===== src/core/scsb_pkg.sv =====
// Purpose: Constants for the system control and status register bank
// Assumes: Byte-wide registers on an on-chip processor-style byte port
// Notes: Addresses are the processor byte addresses
package scsb_pkg;
  localparam int unsigned SCSB_AW = 32;
  localparam int unsigned SCSB_DW = 8;
  localparam logic [31:0] SCSB_ADDR_RAM_STATUS = 32'h40000503;
  localparam logic [31:0] SCSB_ADDR_CLK = 32'h40000504;
  localparam logic [31:0] SCSB_ADDR_IF_CTRL = 32'h40000506;
  localparam logic [31:0] SCSB_ADDR_ERR_LO = 32'h40000508;
  localparam logic [31:0] SCSB_ADDR_ERR_HI = 32'h40000509;
  // Status bit positions
  localparam int unsigned SCSB_B_DRAM_DONE = 0;
  localparam int unsigned SCSB_B_DRAM_FAIL = 1;
  localparam int unsigned SCSB_B_PRAM_DONE = 4;
  localparam int unsigned SCSB_B_PRAM_FAIL = 5;
  // Clock register fields
  localparam int unsigned SCSB_B_CLK_SEL_LO = 0;
  localparam int unsigned SCSB_B_CLK_STS_LO = 4;
  localparam logic [1:0] SCSB_CLK_SEL_RST = 2'h0;
  // Interface control bits
  localparam int unsigned SCSB_B_SPI_EN = 0;
  localparam int unsigned SCSB_B_I2C_EN = 1;
  localparam int unsigned SCSB_B_OW_EN = 2;
  localparam int unsigned SCSB_B_OW_XCVR = 3;
  localparam int unsigned SCSB_B_OW_DGL = 4;
  localparam int unsigned SCSB_B_I2C_RATE = 5;
  localparam int unsigned SCSB_B_I2C_DGL = 6;
  localparam logic [6:0] SCSB_IF_CTRL_MASK = 7'h7F;
  localparam logic [6:0] SCSB_IF_CTRL_RST = 7'h47;
  // Upper error register
  localparam int unsigned SCSB_B_ERR_CLR = 7;
  localparam int unsigned SCSB_ERR_N = 8;
  // Processor frequency codes
  typedef enum logic [1:0] {
    SCSB_F_1MHZ = 2'b00,
    SCSB_F_2MHZ = 2'b01,
    SCSB_F_4MHZ = 2'b10,
    SCSB_F_500KHZ = 2'b11
  } scsb_freq_e;
  // Deglitch windows in ms and clock cycles at 100 MHz
  localparam int unsigned SCSB_CLK_MHZ = 100;
  localparam int unsigned SCSB_DGL_SHORT_MS = 1;
  localparam int unsigned SCSB_DGL_LONG_MS = 10;
  localparam int unsigned SCSB_DGL_SHORT_CYC = SCSB_DGL_SHORT_MS * 1000 * SCSB_CLK_MHZ;
  localparam int unsigned SCSB_DGL_LONG_CYC = SCSB_DGL_LONG_MS * 1000 * SCSB_CLK_MHZ;
endpackage


===== src/core/scsb_err_flags.sv =====
// Purpose: Sticky one-wire error flags with a shared clear
// Assumes: Error events are one-cycle pulses from the one-wire receiver
// Notes: A set arriving with the clear wins, so no event is lost
`timescale 1ns/1ps
`default_nettype none
module scsb_err_flags
(
  input wire logic sys_clk_in,
  input wire logic srst_in,
  input wire logic ce_in,
  input wire logic clear_in,
  input wire logic [scsb_pkg::SCSB_ERR_N-1:0] event_in,
  output logic [scsb_pkg::SCSB_ERR_N-1:0] flags_out
);
  import scsb_pkg::*;

  genvar gi;
  generate
    for (gi = 0; gi < SCSB_ERR_N; gi++)
    begin : g_flag
      logic flag_ff;
      always_ff @(posedge sys_clk_in)
      begin
        if (srst_in)
          flag_ff <= 1'b0;
        else if (ce_in)
        begin
          if (event_in[gi])
            flag_ff <= 1'b1;
          else if (clear_in)
            flag_ff <= 1'b0;
        end
      end
      assign flags_out[gi] = flag_ff;
    end
  endgenerate
endmodule // scsb_err_flags
`default_nettype wire


===== src/core/scsb_bank.sv =====
// Purpose: System control and status register bank
// Assumes: Byte access with address, write strobe, read strobe, one-cycle read latency
// Notes: Self-test engines and one-wire receiver sit outside and report by pulses
// Notes on behaviour
// - Data RAM test done bit 0 set on completion, zero before and during test.
// - Data RAM test failure at bit 1; valid only with done set.
// - Program RAM test done bit 4 set on completion, zero otherwise.
// - Program RAM test failure at bit 5; valid only with done set.
// - Clock select bits 1:0: 1, 2, 4 MHz, 500 kHz; resets 00.
// - Read-only clock status bits 5:4 report frequency in effect.
// - SPI, I2C, one-wire enables at bits 0..2, reset one.
// - Bit 3 connects one-wire transceiver to supply; resets zero.
// - Bit 4 picks 10 ms or 1 ms one-wire deglitch; resets zero.
// - Bit 5 selects fast I2C above 400 kbit/s; resets zero.
// - Bit 6 enables I2C deglitch filters; resets one.
// - Error 0 set when sync rate below 320 bit/s less 5%.
// - Error 1 set when sync rate above 19200 bit/s plus 5%.
// - Error 2 set when sync stop bit too short.
// - Errors 3 and 4: command stop bit wrong value, too short.
// - Errors 5 and 6: data stop bit wrong value, too short.
// - Error 7 set when our stop bit is overdriven dominant.
// - Writing one to upper error bit 7 clears the lower error register flags.
`timescale 1ns/1ps
`default_nettype none
module scsb_bank
(
  input wire logic sys_clk_in,
  input wire logic srst_in,
  input wire logic ce_in,
  input wire logic [scsb_pkg::SCSB_AW-1:0] addr_in,
  input wire logic wr_in,
  input wire logic rd_in,
  input wire logic [scsb_pkg::SCSB_DW-1:0] wdata_in,
  output logic [scsb_pkg::SCSB_DW-1:0] rdata_out,
  output logic rvalid_out,
  input wire logic data_ram_test_start_in,
  input wire logic data_ram_test_done_in,
  input wire logic data_ram_test_fail_in,
  input wire logic program_ram_test_start_in,
  input wire logic program_ram_test_done_in,
  input wire logic program_ram_test_fail_in,
  input wire logic [1:0] clk_in_effect_in,
  input wire logic sync_rate_low_error_in,
  input wire logic sync_rate_high_error_in,
  input wire logic sync_stop_short_error_in,
  input wire logic command_stop_value_error_in,
  input wire logic command_stop_short_error_in,
  input wire logic data_stop_value_error_in,
  input wire logic data_stop_short_error_in,
  input wire logic stop_bit_overdrive_error_in,
  output logic [1:0] clk_select_out,
  output logic spi_enable_out,
  output logic i2c_enable_out,
  output logic one_wire_enable_out,
  output logic one_wire_transceiver_enable_out,
  output logic one_wire_deglitch_select_out,
  output logic i2c_fast_rate_out,
  output logic i2c_deglitch_enable_out,
  output logic [31:0] one_wire_deglitch_cycles_out
);
  import scsb_pkg::*;

  logic [1:0] clk_sel_ff;
  logic [1:0] clk_sts_ff;
  logic [6:0] if_ctrl_ff;
  logic dram_done_ff;
  logic dram_fail_ff;
  logic pram_done_ff;
  logic pram_fail_ff;
  logic [SCSB_DW-1:0] rdata_ff;
  logic rvalid_ff;
  logic [31:0] dgl_cyc_ff;
  logic [SCSB_ERR_N-1:0] err_flags;
  logic [SCSB_ERR_N-1:0] err_events;
  logic err_clear;
  logic [SCSB_DW-1:0] nxt_rdata;

  wire wr_clk = wr_in && (addr_in == SCSB_ADDR_CLK);
  wire wr_if = wr_in && (addr_in == SCSB_ADDR_IF_CTRL);

  // Clock select, bits above the field dropped
  always_ff @(posedge sys_clk_in)
  begin
    if (srst_in)
      clk_sel_ff <= SCSB_CLK_SEL_RST;
    else if (ce_in && wr_clk)
      clk_sel_ff <= wdata_in[SCSB_B_CLK_SEL_LO +: 2];
  end

  // Status follows the clock generator, not the request, so a switch in flight shows
  always_ff @(posedge sys_clk_in)
  begin
    if (srst_in)
      clk_sts_ff <= SCSB_CLK_SEL_RST;
    else if (ce_in)
      clk_sts_ff <= clk_in_effect_in;
  end

  always_ff @(posedge sys_clk_in)
  begin
    if (srst_in)
      if_ctrl_ff <= SCSB_IF_CTRL_RST;
    else if (ce_in && wr_if)
      if_ctrl_ff <= wdata_in[6:0] & SCSB_IF_CTRL_MASK;
  end

  // Deglitch window in cycles for the one-wire activation filter
  always_ff @(posedge sys_clk_in)
  begin
    if (srst_in)
      dgl_cyc_ff <= 32'(SCSB_DGL_SHORT_CYC);
    else if (ce_in)
      dgl_cyc_ff <= if_ctrl_ff[SCSB_B_OW_DGL] ? 32'(SCSB_DGL_LONG_CYC)
                                              : 32'(SCSB_DGL_SHORT_CYC);
  end

  // Self-test status: start clears, done sets; fail only latched at done
  always_ff @(posedge sys_clk_in)
  begin
    if (srst_in)
    begin
      dram_done_ff <= 1'b0;
      dram_fail_ff <= 1'b0;
    end
    else if (ce_in)
    begin
      if (data_ram_test_done_in)
      begin
        dram_done_ff <= 1'b1;
        dram_fail_ff <= data_ram_test_fail_in;
      end
      else if (data_ram_test_start_in)
      begin
        dram_done_ff <= 1'b0;
        dram_fail_ff <= 1'b0;
      end
    end
  end

  always_ff @(posedge sys_clk_in)
  begin
    if (srst_in)
    begin
      pram_done_ff <= 1'b0;
      pram_fail_ff <= 1'b0;
    end
    else if (ce_in)
    begin
      if (program_ram_test_done_in)
      begin
        pram_done_ff <= 1'b1;
        pram_fail_ff <= program_ram_test_fail_in;
      end
      else if (program_ram_test_start_in)
      begin
        pram_done_ff <= 1'b0;
        pram_fail_ff <= 1'b0;
      end
    end
  end

  assign err_events = {stop_bit_overdrive_error_in,
                       data_stop_short_error_in, data_stop_value_error_in,
                       command_stop_short_error_in, command_stop_value_error_in,
                       sync_stop_short_error_in,
                       sync_rate_high_error_in,
                       sync_rate_low_error_in};
  assign err_clear = wr_in && (addr_in == SCSB_ADDR_ERR_HI) && wdata_in[SCSB_B_ERR_CLR];

  scsb_err_flags u_err (
    .sys_clk_in(sys_clk_in),
    .srst_in(srst_in),
    .ce_in(ce_in),
    .clear_in(err_clear),
    .event_in(err_events),
    .flags_out(err_flags)
  );

  // Read mux; unmapped and write-only locations read zero
  always_comb
  begin
    nxt_rdata = '0;
    case (addr_in)
      SCSB_ADDR_RAM_STATUS:
      begin
        nxt_rdata[SCSB_B_DRAM_DONE] = dram_done_ff;
        nxt_rdata[SCSB_B_DRAM_FAIL] = dram_fail_ff;
        nxt_rdata[SCSB_B_PRAM_DONE] = pram_done_ff;
        nxt_rdata[SCSB_B_PRAM_FAIL] = pram_fail_ff;
      end
      SCSB_ADDR_CLK:
      begin
        nxt_rdata[SCSB_B_CLK_SEL_LO +: 2] = clk_sel_ff;
        nxt_rdata[SCSB_B_CLK_STS_LO +: 2] = clk_sts_ff;
      end
      SCSB_ADDR_IF_CTRL:
        nxt_rdata = {1'b0, if_ctrl_ff};
      SCSB_ADDR_ERR_LO:
        nxt_rdata = err_flags;
      default:
        nxt_rdata = '0;
    endcase
  end

  always_ff @(posedge sys_clk_in)
  begin
    if (srst_in)
    begin
      rdata_ff <= '0;
      rvalid_ff <= 1'b0;
    end
    else if (ce_in)
    begin
      rvalid_ff <= rd_in;
      if (rd_in)
        rdata_ff <= nxt_rdata;
    end
  end

  assign rdata_out = rdata_ff;
  assign rvalid_out = rvalid_ff;
  assign clk_select_out = clk_sel_ff;
  assign spi_enable_out = if_ctrl_ff[SCSB_B_SPI_EN];
  assign i2c_enable_out = if_ctrl_ff[SCSB_B_I2C_EN];
  assign one_wire_enable_out = if_ctrl_ff[SCSB_B_OW_EN];
  assign one_wire_transceiver_enable_out = if_ctrl_ff[SCSB_B_OW_XCVR];
  assign one_wire_deglitch_select_out = if_ctrl_ff[SCSB_B_OW_DGL];
  assign i2c_fast_rate_out = if_ctrl_ff[SCSB_B_I2C_RATE];
  assign i2c_deglitch_enable_out = if_ctrl_ff[SCSB_B_I2C_DGL];
  assign one_wire_deglitch_cycles_out = dgl_cyc_ff;

  // Assertions
  dram_done_set_a: assert property (@(posedge sys_clk_in) disable iff (srst_in)
    ce_in && data_ram_test_done_in |=> dram_done_ff)
    else $error("data ram done not set");
  dram_done_clr_a: assert property (@(posedge sys_clk_in) disable iff (srst_in)
    ce_in && data_ram_test_start_in && !data_ram_test_done_in |=> !dram_done_ff)
    else $error("data ram done not cleared at start");
  dram_fail_cap_a: assert property (@(posedge sys_clk_in) disable iff (srst_in)
    ce_in && data_ram_test_done_in |=> dram_fail_ff == $past(data_ram_test_fail_in))
    else $error("data ram fail not captured");
  pram_done_set_a: assert property (@(posedge sys_clk_in) disable iff (srst_in)
    ce_in && program_ram_test_done_in |=> pram_done_ff)
    else $error("program ram done not set");
  pram_fail_cap_a: assert property (@(posedge sys_clk_in) disable iff (srst_in)
    ce_in && program_ram_test_done_in |=> pram_fail_ff == $past(program_ram_test_fail_in))
    else $error("program ram fail not captured");
  clk_sel_write_a: assert property (@(posedge sys_clk_in) disable iff (srst_in)
    ce_in && wr_clk |=> clk_select_out == $past(wdata_in[1:0]))
    else $error("clock select write lost");
  clk_sts_track_a: assert property (@(posedge sys_clk_in) disable iff (srst_in)
    ce_in |=> clk_sts_ff == $past(clk_in_effect_in))
    else $error("clock status stale");
  if_ctrl_reset_a: assert property (@(posedge sys_clk_in)
    srst_in |=> spi_enable_out && i2c_enable_out && one_wire_enable_out
      && i2c_deglitch_enable_out && !one_wire_transceiver_enable_out)
    else $error("interface control reset wrong");
  xcvr_write_a: assert property (@(posedge sys_clk_in) disable iff (srst_in)
    ce_in && wr_if |=> one_wire_transceiver_enable_out == $past(wdata_in[3]))
    else $error("transceiver enable write lost");
  dgl_window_a: assert property (@(posedge sys_clk_in) disable iff (srst_in)
    ce_in && one_wire_deglitch_select_out ##1 ce_in
      |-> one_wire_deglitch_cycles_out == 32'(SCSB_DGL_LONG_CYC))
    else $error("deglitch window wrong");
  i2c_rate_write_a: assert property (@(posedge sys_clk_in) disable iff (srst_in)
    ce_in && wr_if |=> i2c_fast_rate_out == $past(wdata_in[5]))
    else $error("i2c rate write lost");
  i2c_dgl_write_a: assert property (@(posedge sys_clk_in) disable iff (srst_in)
    ce_in && wr_if |=> i2c_deglitch_enable_out == $past(wdata_in[6]))
    else $error("i2c deglitch write lost");
  err_sticky_a: assert property (@(posedge sys_clk_in) disable iff (srst_in)
    ce_in && sync_rate_low_error_in |=> err_flags[0])
    else $error("sync low error not latched");
  err_high_a: assert property (@(posedge sys_clk_in) disable iff (srst_in)
    ce_in && sync_rate_high_error_in |=> err_flags[1])
    else $error("sync high error not latched");
  err_overdrive_a: assert property (@(posedge sys_clk_in) disable iff (srst_in)
    ce_in && stop_bit_overdrive_error_in |=> err_flags[7])
    else $error("overdrive error not latched");
  err_clear_a: assert property (@(posedge sys_clk_in) disable iff (srst_in)
    ce_in && err_clear && err_events == '0 |=> err_flags == '0)
    else $error("error clear failed");
  err_hold_a: assert property (@(posedge sys_clk_in) disable iff (srst_in)
    !err_clear && err_flags[3] |=> err_flags[3])
    else $error("error flag dropped without clear");
  if_reserved_a: assert property (@(posedge sys_clk_in) disable iff (srst_in)
    ce_in && rd_in && addr_in == SCSB_ADDR_IF_CTRL |=> rdata_out[7] == 1'b0)
    else $error("reserved bit reads one");

  // Every event line latches its own flag
  err_sync_stop_a: assert property (@(posedge sys_clk_in) disable iff (srst_in)
    ce_in && sync_stop_short_error_in |=> err_flags[2])
    else $error("sync stop error not latched");
  err_cmd_value_a: assert property (@(posedge sys_clk_in) disable iff (srst_in)
    ce_in && command_stop_value_error_in |=> err_flags[3])
    else $error("command stop value error not latched");
  err_cmd_short_a: assert property (@(posedge sys_clk_in) disable iff (srst_in)
    ce_in && command_stop_short_error_in |=> err_flags[4])
    else $error("command stop short error not latched");
  err_data_value_a: assert property (@(posedge sys_clk_in) disable iff (srst_in)
    ce_in && data_stop_value_error_in |=> err_flags[5])
    else $error("data stop value error not latched");
  err_data_short_a: assert property (@(posedge sys_clk_in) disable iff (srst_in)
    ce_in && data_stop_short_error_in |=> err_flags[6])
    else $error("data stop short error not latched");
  err_clear_set_a: assert property (@(posedge sys_clk_in) disable iff (srst_in)
    ce_in && err_clear |=> err_flags == $past(err_events))
    else $error("clear and event in one cycle mishandled");
  err_read_only_a: assert property (@(posedge sys_clk_in) disable iff (srst_in)
    ce_in && wr_in && addr_in == SCSB_ADDR_ERR_LO && err_events == '0
      |=> err_flags == $past(err_flags))
    else $error("error flags changed by a write");
  err_no_spur_a: assert property (@(posedge sys_clk_in) disable iff (srst_in)
    ce_in && !err_events[0] && !err_flags[0] |=> !err_flags[0])
    else $error("error flag set without event");

  // Start of a test hides stale results
  dram_fail_clr_a: assert property (@(posedge sys_clk_in) disable iff (srst_in)
    ce_in && data_ram_test_start_in && !data_ram_test_done_in |=> !dram_fail_ff)
    else $error("data ram fail not cleared at start");
  pram_done_clr_a: assert property (@(posedge sys_clk_in) disable iff (srst_in)
    ce_in && program_ram_test_start_in && !program_ram_test_done_in |=> !pram_done_ff)
    else $error("program ram done not cleared at start");
  pram_fail_clr_a: assert property (@(posedge sys_clk_in) disable iff (srst_in)
    ce_in && program_ram_test_start_in && !program_ram_test_done_in |=> !pram_fail_ff)
    else $error("program ram fail not cleared at start");

  // Interface bits follow a write; a frozen enable holds them
  spi_en_write_a: assert property (@(posedge sys_clk_in) disable iff (srst_in)
    ce_in && wr_if |=> spi_enable_out == $past(wdata_in[SCSB_B_SPI_EN]))
    else $error("spi enable write lost");
  i2c_en_write_a: assert property (@(posedge sys_clk_in) disable iff (srst_in)
    ce_in && wr_if |=> i2c_enable_out == $past(wdata_in[SCSB_B_I2C_EN]))
    else $error("i2c enable write lost");
  ow_en_write_a: assert property (@(posedge sys_clk_in) disable iff (srst_in)
    ce_in && wr_if |=> one_wire_enable_out == $past(wdata_in[SCSB_B_OW_EN]))
    else $error("one wire enable write lost");
  dgl_sel_write_a: assert property (@(posedge sys_clk_in) disable iff (srst_in)
    ce_in && wr_if |=> one_wire_deglitch_select_out == $past(wdata_in[SCSB_B_OW_DGL]))
    else $error("deglitch select write lost");
  dgl_short_a: assert property (@(posedge sys_clk_in) disable iff (srst_in)
    ce_in && !one_wire_deglitch_select_out ##1 ce_in
      |-> one_wire_deglitch_cycles_out == 32'(SCSB_DGL_SHORT_CYC))
    else $error("short deglitch window wrong");
  if_freeze_a: assert property (@(posedge sys_clk_in) disable iff (srst_in)
    !ce_in |=> if_ctrl_ff == $past(if_ctrl_ff))
    else $error("interface control moved while frozen");

  // Reserved positions stay zero on every read
  clk_reserved_a: assert property (@(posedge sys_clk_in) disable iff (srst_in)
    ce_in && rd_in && addr_in == SCSB_ADDR_CLK |=> rdata_out[7:6] == 2'h0 && rdata_out[3:2] == 2'h0)
    else $error("clock register reserved bits set");
  ram_reserved_a: assert property (@(posedge sys_clk_in) disable iff (srst_in)
    ce_in && rd_in && addr_in == SCSB_ADDR_RAM_STATUS
      |=> rdata_out[7:6] == 2'h0 && rdata_out[3:2] == 2'h0)
    else $error("ram status reserved bits set");
  err_hi_zero_a: assert property (@(posedge sys_clk_in) disable iff (srst_in)
    ce_in && rd_in && addr_in == SCSB_ADDR_ERR_HI |=> rdata_out == '0)
    else $error("upper error register not zero");
endmodule // scsb_bank
`default_nettype wire


===== config.mk =====
export PLATFORM = sky130hd
export DESIGN_NAME = scsb_bank
export DESIGN_NICKNAME = d
export VERILOG_FILES = /design/src/core/scsb_pkg.sv /design/src/core/scsb_err_flags.sv /design/src/core/scsb_bank.sv
export SDC_FILE = /design/constraint.sdc
export NUM_CORES = 1
export LEC_CHECK = 0
export BUFFER_PORTS_ARGS = -buffer_cell sky130_fd_sc_hd__buf_4
export CORE_MARGIN = 4
export CORE_UTILIZATION = 44
export CTS_CLUSTER_DIAMETER = 200
export DETAILED_ROUTE_END_ITERATION = 12
export MAX_ROUTING_LAYER = met4
export PLACE_DENSITY = 0.78
export RECOVER_POWER = 50
export SETUP_SLACK_MARGIN = 0.5
export SLEW_MARGIN = 30
export SYNTH_ARGS = -nofsm -noshare
export SYNTH_HDL_FRONTEND = slang
export SYNTH_SLANG_ARGS = --single-unit

===== constraint.sdc =====
create_clock -name sys_clk_in -period 1.4 [get_ports sys_clk_in]
set_input_delay 0.07 -clock sys_clk_in [delete_from_list [all_inputs] [get_ports sys_clk_in]]
set_output_delay 0.07 -clock sys_clk_in [all_outputs]
set_load 0.01 [all_outputs]

==> results_dict.tcl <==
set metrics [dict create \
    rsz0062_at_grt "true" \
    rows 23 \
    clock_latency_ns 0.28 \
    design_area_um2 2839 \
    clock_sinks 34 \
    grt-ovfl-total 0 \
    p_switching_w 0.0005104 \
    yosysTopAreaCell "dfxtp_1" \
    final-hold-violation-count 0 \
    n_antenna_cell 0 \
    cp.required_ns 1.61 \
    drt-pass1-iter-count 4 \
    syn_inst 220 \
    drtAntennaViolNets 0 \
    worst-path-max-fanout 4 \
    outcome "complete, no violations" \
    nets 374 \
    synth_area_leaders "dfxtp_1, buf_4, nand2_1" \
    synth_warnings 0 \
    finalSetupViolations 0 \
    cpPeakStageDelay_ns 0.56 \
    layout.cells.non_filler 363 \
    synth-seq-cells 34 \
    p_leak_nw 1.171 \
    place_congestion 0.8074 \
    total_power_w 0.002047 \
    power_density_nw_per_um2 721.1 \
    io_buffers 87 \
    drive_above_1_share_pct 38.34 \
    grt_util_all_layers_pct 21.06 \
    initial_core_util_pct 46.63 \
    dpl_cell_area_um2 2569 \
    dieArea_um2 5448 \
    grt_pass1_wl_mm 8.694 \
    num_io_pins 111 \
    wirelength_mm 5.715 \
    post-route-min-period_ns 1.132 \
    setup_tns_ns 0 \
    maxCapViolCount 0 \
    internal_power_w 0.001537 \
    cts_root_buf "clkbuf_8" \
    die_h_um 73.81 \
    grt_max_degree 18 \
    path_buf_inv 1 \
    cp-end-kind "flop" \
    syn_avg_cell_area_um2 8.662 \
    netlist_area_um2 1906 \
    first_global_vias 1828 \
    vias 1916 \
    path_cells "buf_6, nor4b_4, nand4_2, or4_4, o21ai_1" \
    yosysSeqAreaShare_pct 35.72 \
    cp_slowest_cell "or4_4" \
    clkPwrFrac_pct 31.9 \
    drc_errors 0 \
    synthArstFlopShare_pct 0 \
    skew_ns 0.003774 \
    slew_viol_final 0 \
    cpLargestDelayFamily "simple AND/OR/NAND/NOR gates" \
    start_kind "input pin" \
    core_area_um2 4086 \
    place_ws_ns -0.04419 \
    hp-class "in2reg" \
    routed_via_density 5.278 \
    grt_antenna_before_repair 0 \
    power_frac_comb_pct 18.5 \
    dp_hpwl_mm 4.325 \
    wl_per_cell_um 15.74 \
    worstPathArrival_ns 1.35 \
    period_share_pct 80.86 \
    synth_top_flop_cell "dfxtp_1" \
    drtIter0Drc 171 \
    netlist.area_leader.share_pct 35.72 \
    clock_path_buffers 2 \
    seqPwrFrac_pct 49.6 \
    fmax_ghz 0.8833 \
    syn_to_final_growth_pct 48.98 \
    cts_tree "built" \
    ir_drop_v 0.0005418 \
    dp_cells 346 \
    cts.clk_slew.worst_paths_ns 0.06 \
    ys_types 38 \
    setup_ws_ns 0.2679 \
    synth_edf_count 0 \
    htreeDepth 2 \
    cts_inserted_buffers 5 \
    die_x_um 73.81 \
    swShare_pct 24.93 \
    critical_path_class "in2reg" \
]
-- cells in the final DEF, fill, tap and decap left out, drive strengths merged --
master	instances
clkbuf	24
and3b	1
a22oi	9
nor3	2
dlygate4sd3	4
nand2b	2
or3b	1
o22a	4
o21ai	18
nor4b	4
dfxtp	34
nor4	8
nand3	3
nor2b	1
a31oi	4
and2	2
o41ai	2
conb	23
buf	87
and4	2
nor4bb	1
nor3b	3
a32oi	2
nand4	8
inv	1
o31ai	7
a21oi	10
nand2	30
mux2i	6
nor2	7
and3	2
or4	1
-- power groups by stage --
stage | registers (W) | clock network, W | logic, W
floorplan | 0.00103 | 0 | 0.000199
global route | 0.00102 | 0.000708 | 0.000412
finish | 0.00102 | 0.000653 | 0.000379
CTS | 0.00101 | 0.000671 | 0.000361
detailed placement | 0.00104 | 0 | 0.000342
global placement | 0.00103 | 0 | 0.000335
-- cells in the mapped netlist, types with 4 or more instances --
cell type  number
nand4_1         7
dfxtp_1        34
o21ai_1        15
mux2i_1         6
buf_2           5
a21oi_1        10
nand2_1        30
o22a_1          4
a22oi_1         9
nor2_1          7
o31ai_1         7
nor4_1          4
a31oi_1         4
buf_4          30
clkbuf_1        8
-- flip-flops by register name, indices dropped and copies added (netlist names) --
register / flops
dram_fail_ff: 1
pram_fail_ff: 1
clk_select_out: 2
u_err.g_flag.flag_ff: 8
rdata_out: 8
if_ctrl_ff: 7
pram_done_ff: 1
one_wire_deglitch_cycles_out: 2
rvalid_out: 1
clk_sts_ff: 2
dram_done_ff: 1
-- routing by layer --
layer	track usage, %	share of wire (%)	up-vias
li1	-	-	940
met1	26.11	39	896
met2	35.04	54	70
met3	3.694	5.6	10
met4	5.835	1.7	0
met5	-	0	-
-- logic make-up (layout without fill, tap and decap cells) --
family / Yosys count / after routing / share of synthesized area [%]
AOI/OAI and AO/OA: 56 / 56 / 18.65
DFF: 34 / 34 / 35.72
buffers and inverters: 44 / 116 / 14.90
muxes: 6 / 6 / 3.152
and+or+nand+nor: 78 / 78 / 27.18
other: 2 / 23 / 0.3941
-- worst register-to-register path, stage by stage (launching register included) --
cell	delay, ns
dfxtp_1	0.31
a22oi_1	0.26
o22a_1	0.19
o21ai_2	0.06
-- layout make-up --
cell class	count	area [µm²]
fillers	341	1247
multi-input cells	163	1195
repair buffers	108	820.8
flip-flops and latches	34	680.7
clock buffers	7	76.32
well taps	50	62.56
inverters	1	3.754
-- stage by stage --
step / util, % / hold WS [ns]
2_1_floorplan: - / 0.1846
3_3_place_gp: 62.86 / 0.2749
3_5_place_dp: 62.86 / 0.2761
4_1_cts: 67.27 / 0.005424
5_1_grt: 69.47 / 0.01539
6_report: 69.47 / 0.008444
-- final timing paths --
path	to	slack [ns]	start	cells past startpoint
setup / recovery	rdata_out[5]	0.27	addr_in[6]	5
hold / removal	u_err.g_flag[0].flag_ff	0.008	sync_rate_low_error_in	3
setup reg to reg	rdata_out[0]	0.48	u_err.g_flag[0].flag_ff	3
hold reg to reg	rdata_out[2]	0.46	rdata_out[2]	2
-- what timing repair did --
item                                    in CTS  in global routing
cloned                                       0                  0
setup buffers                                1                  5
pin swaps                                    8                 14
endpoints found under the hold margin        4                  0
endpoints found under the setup margin      30                 33
hold buffers                                 4                  0
resized for setup                           15                 30
(Power assumes the default switching activity.)
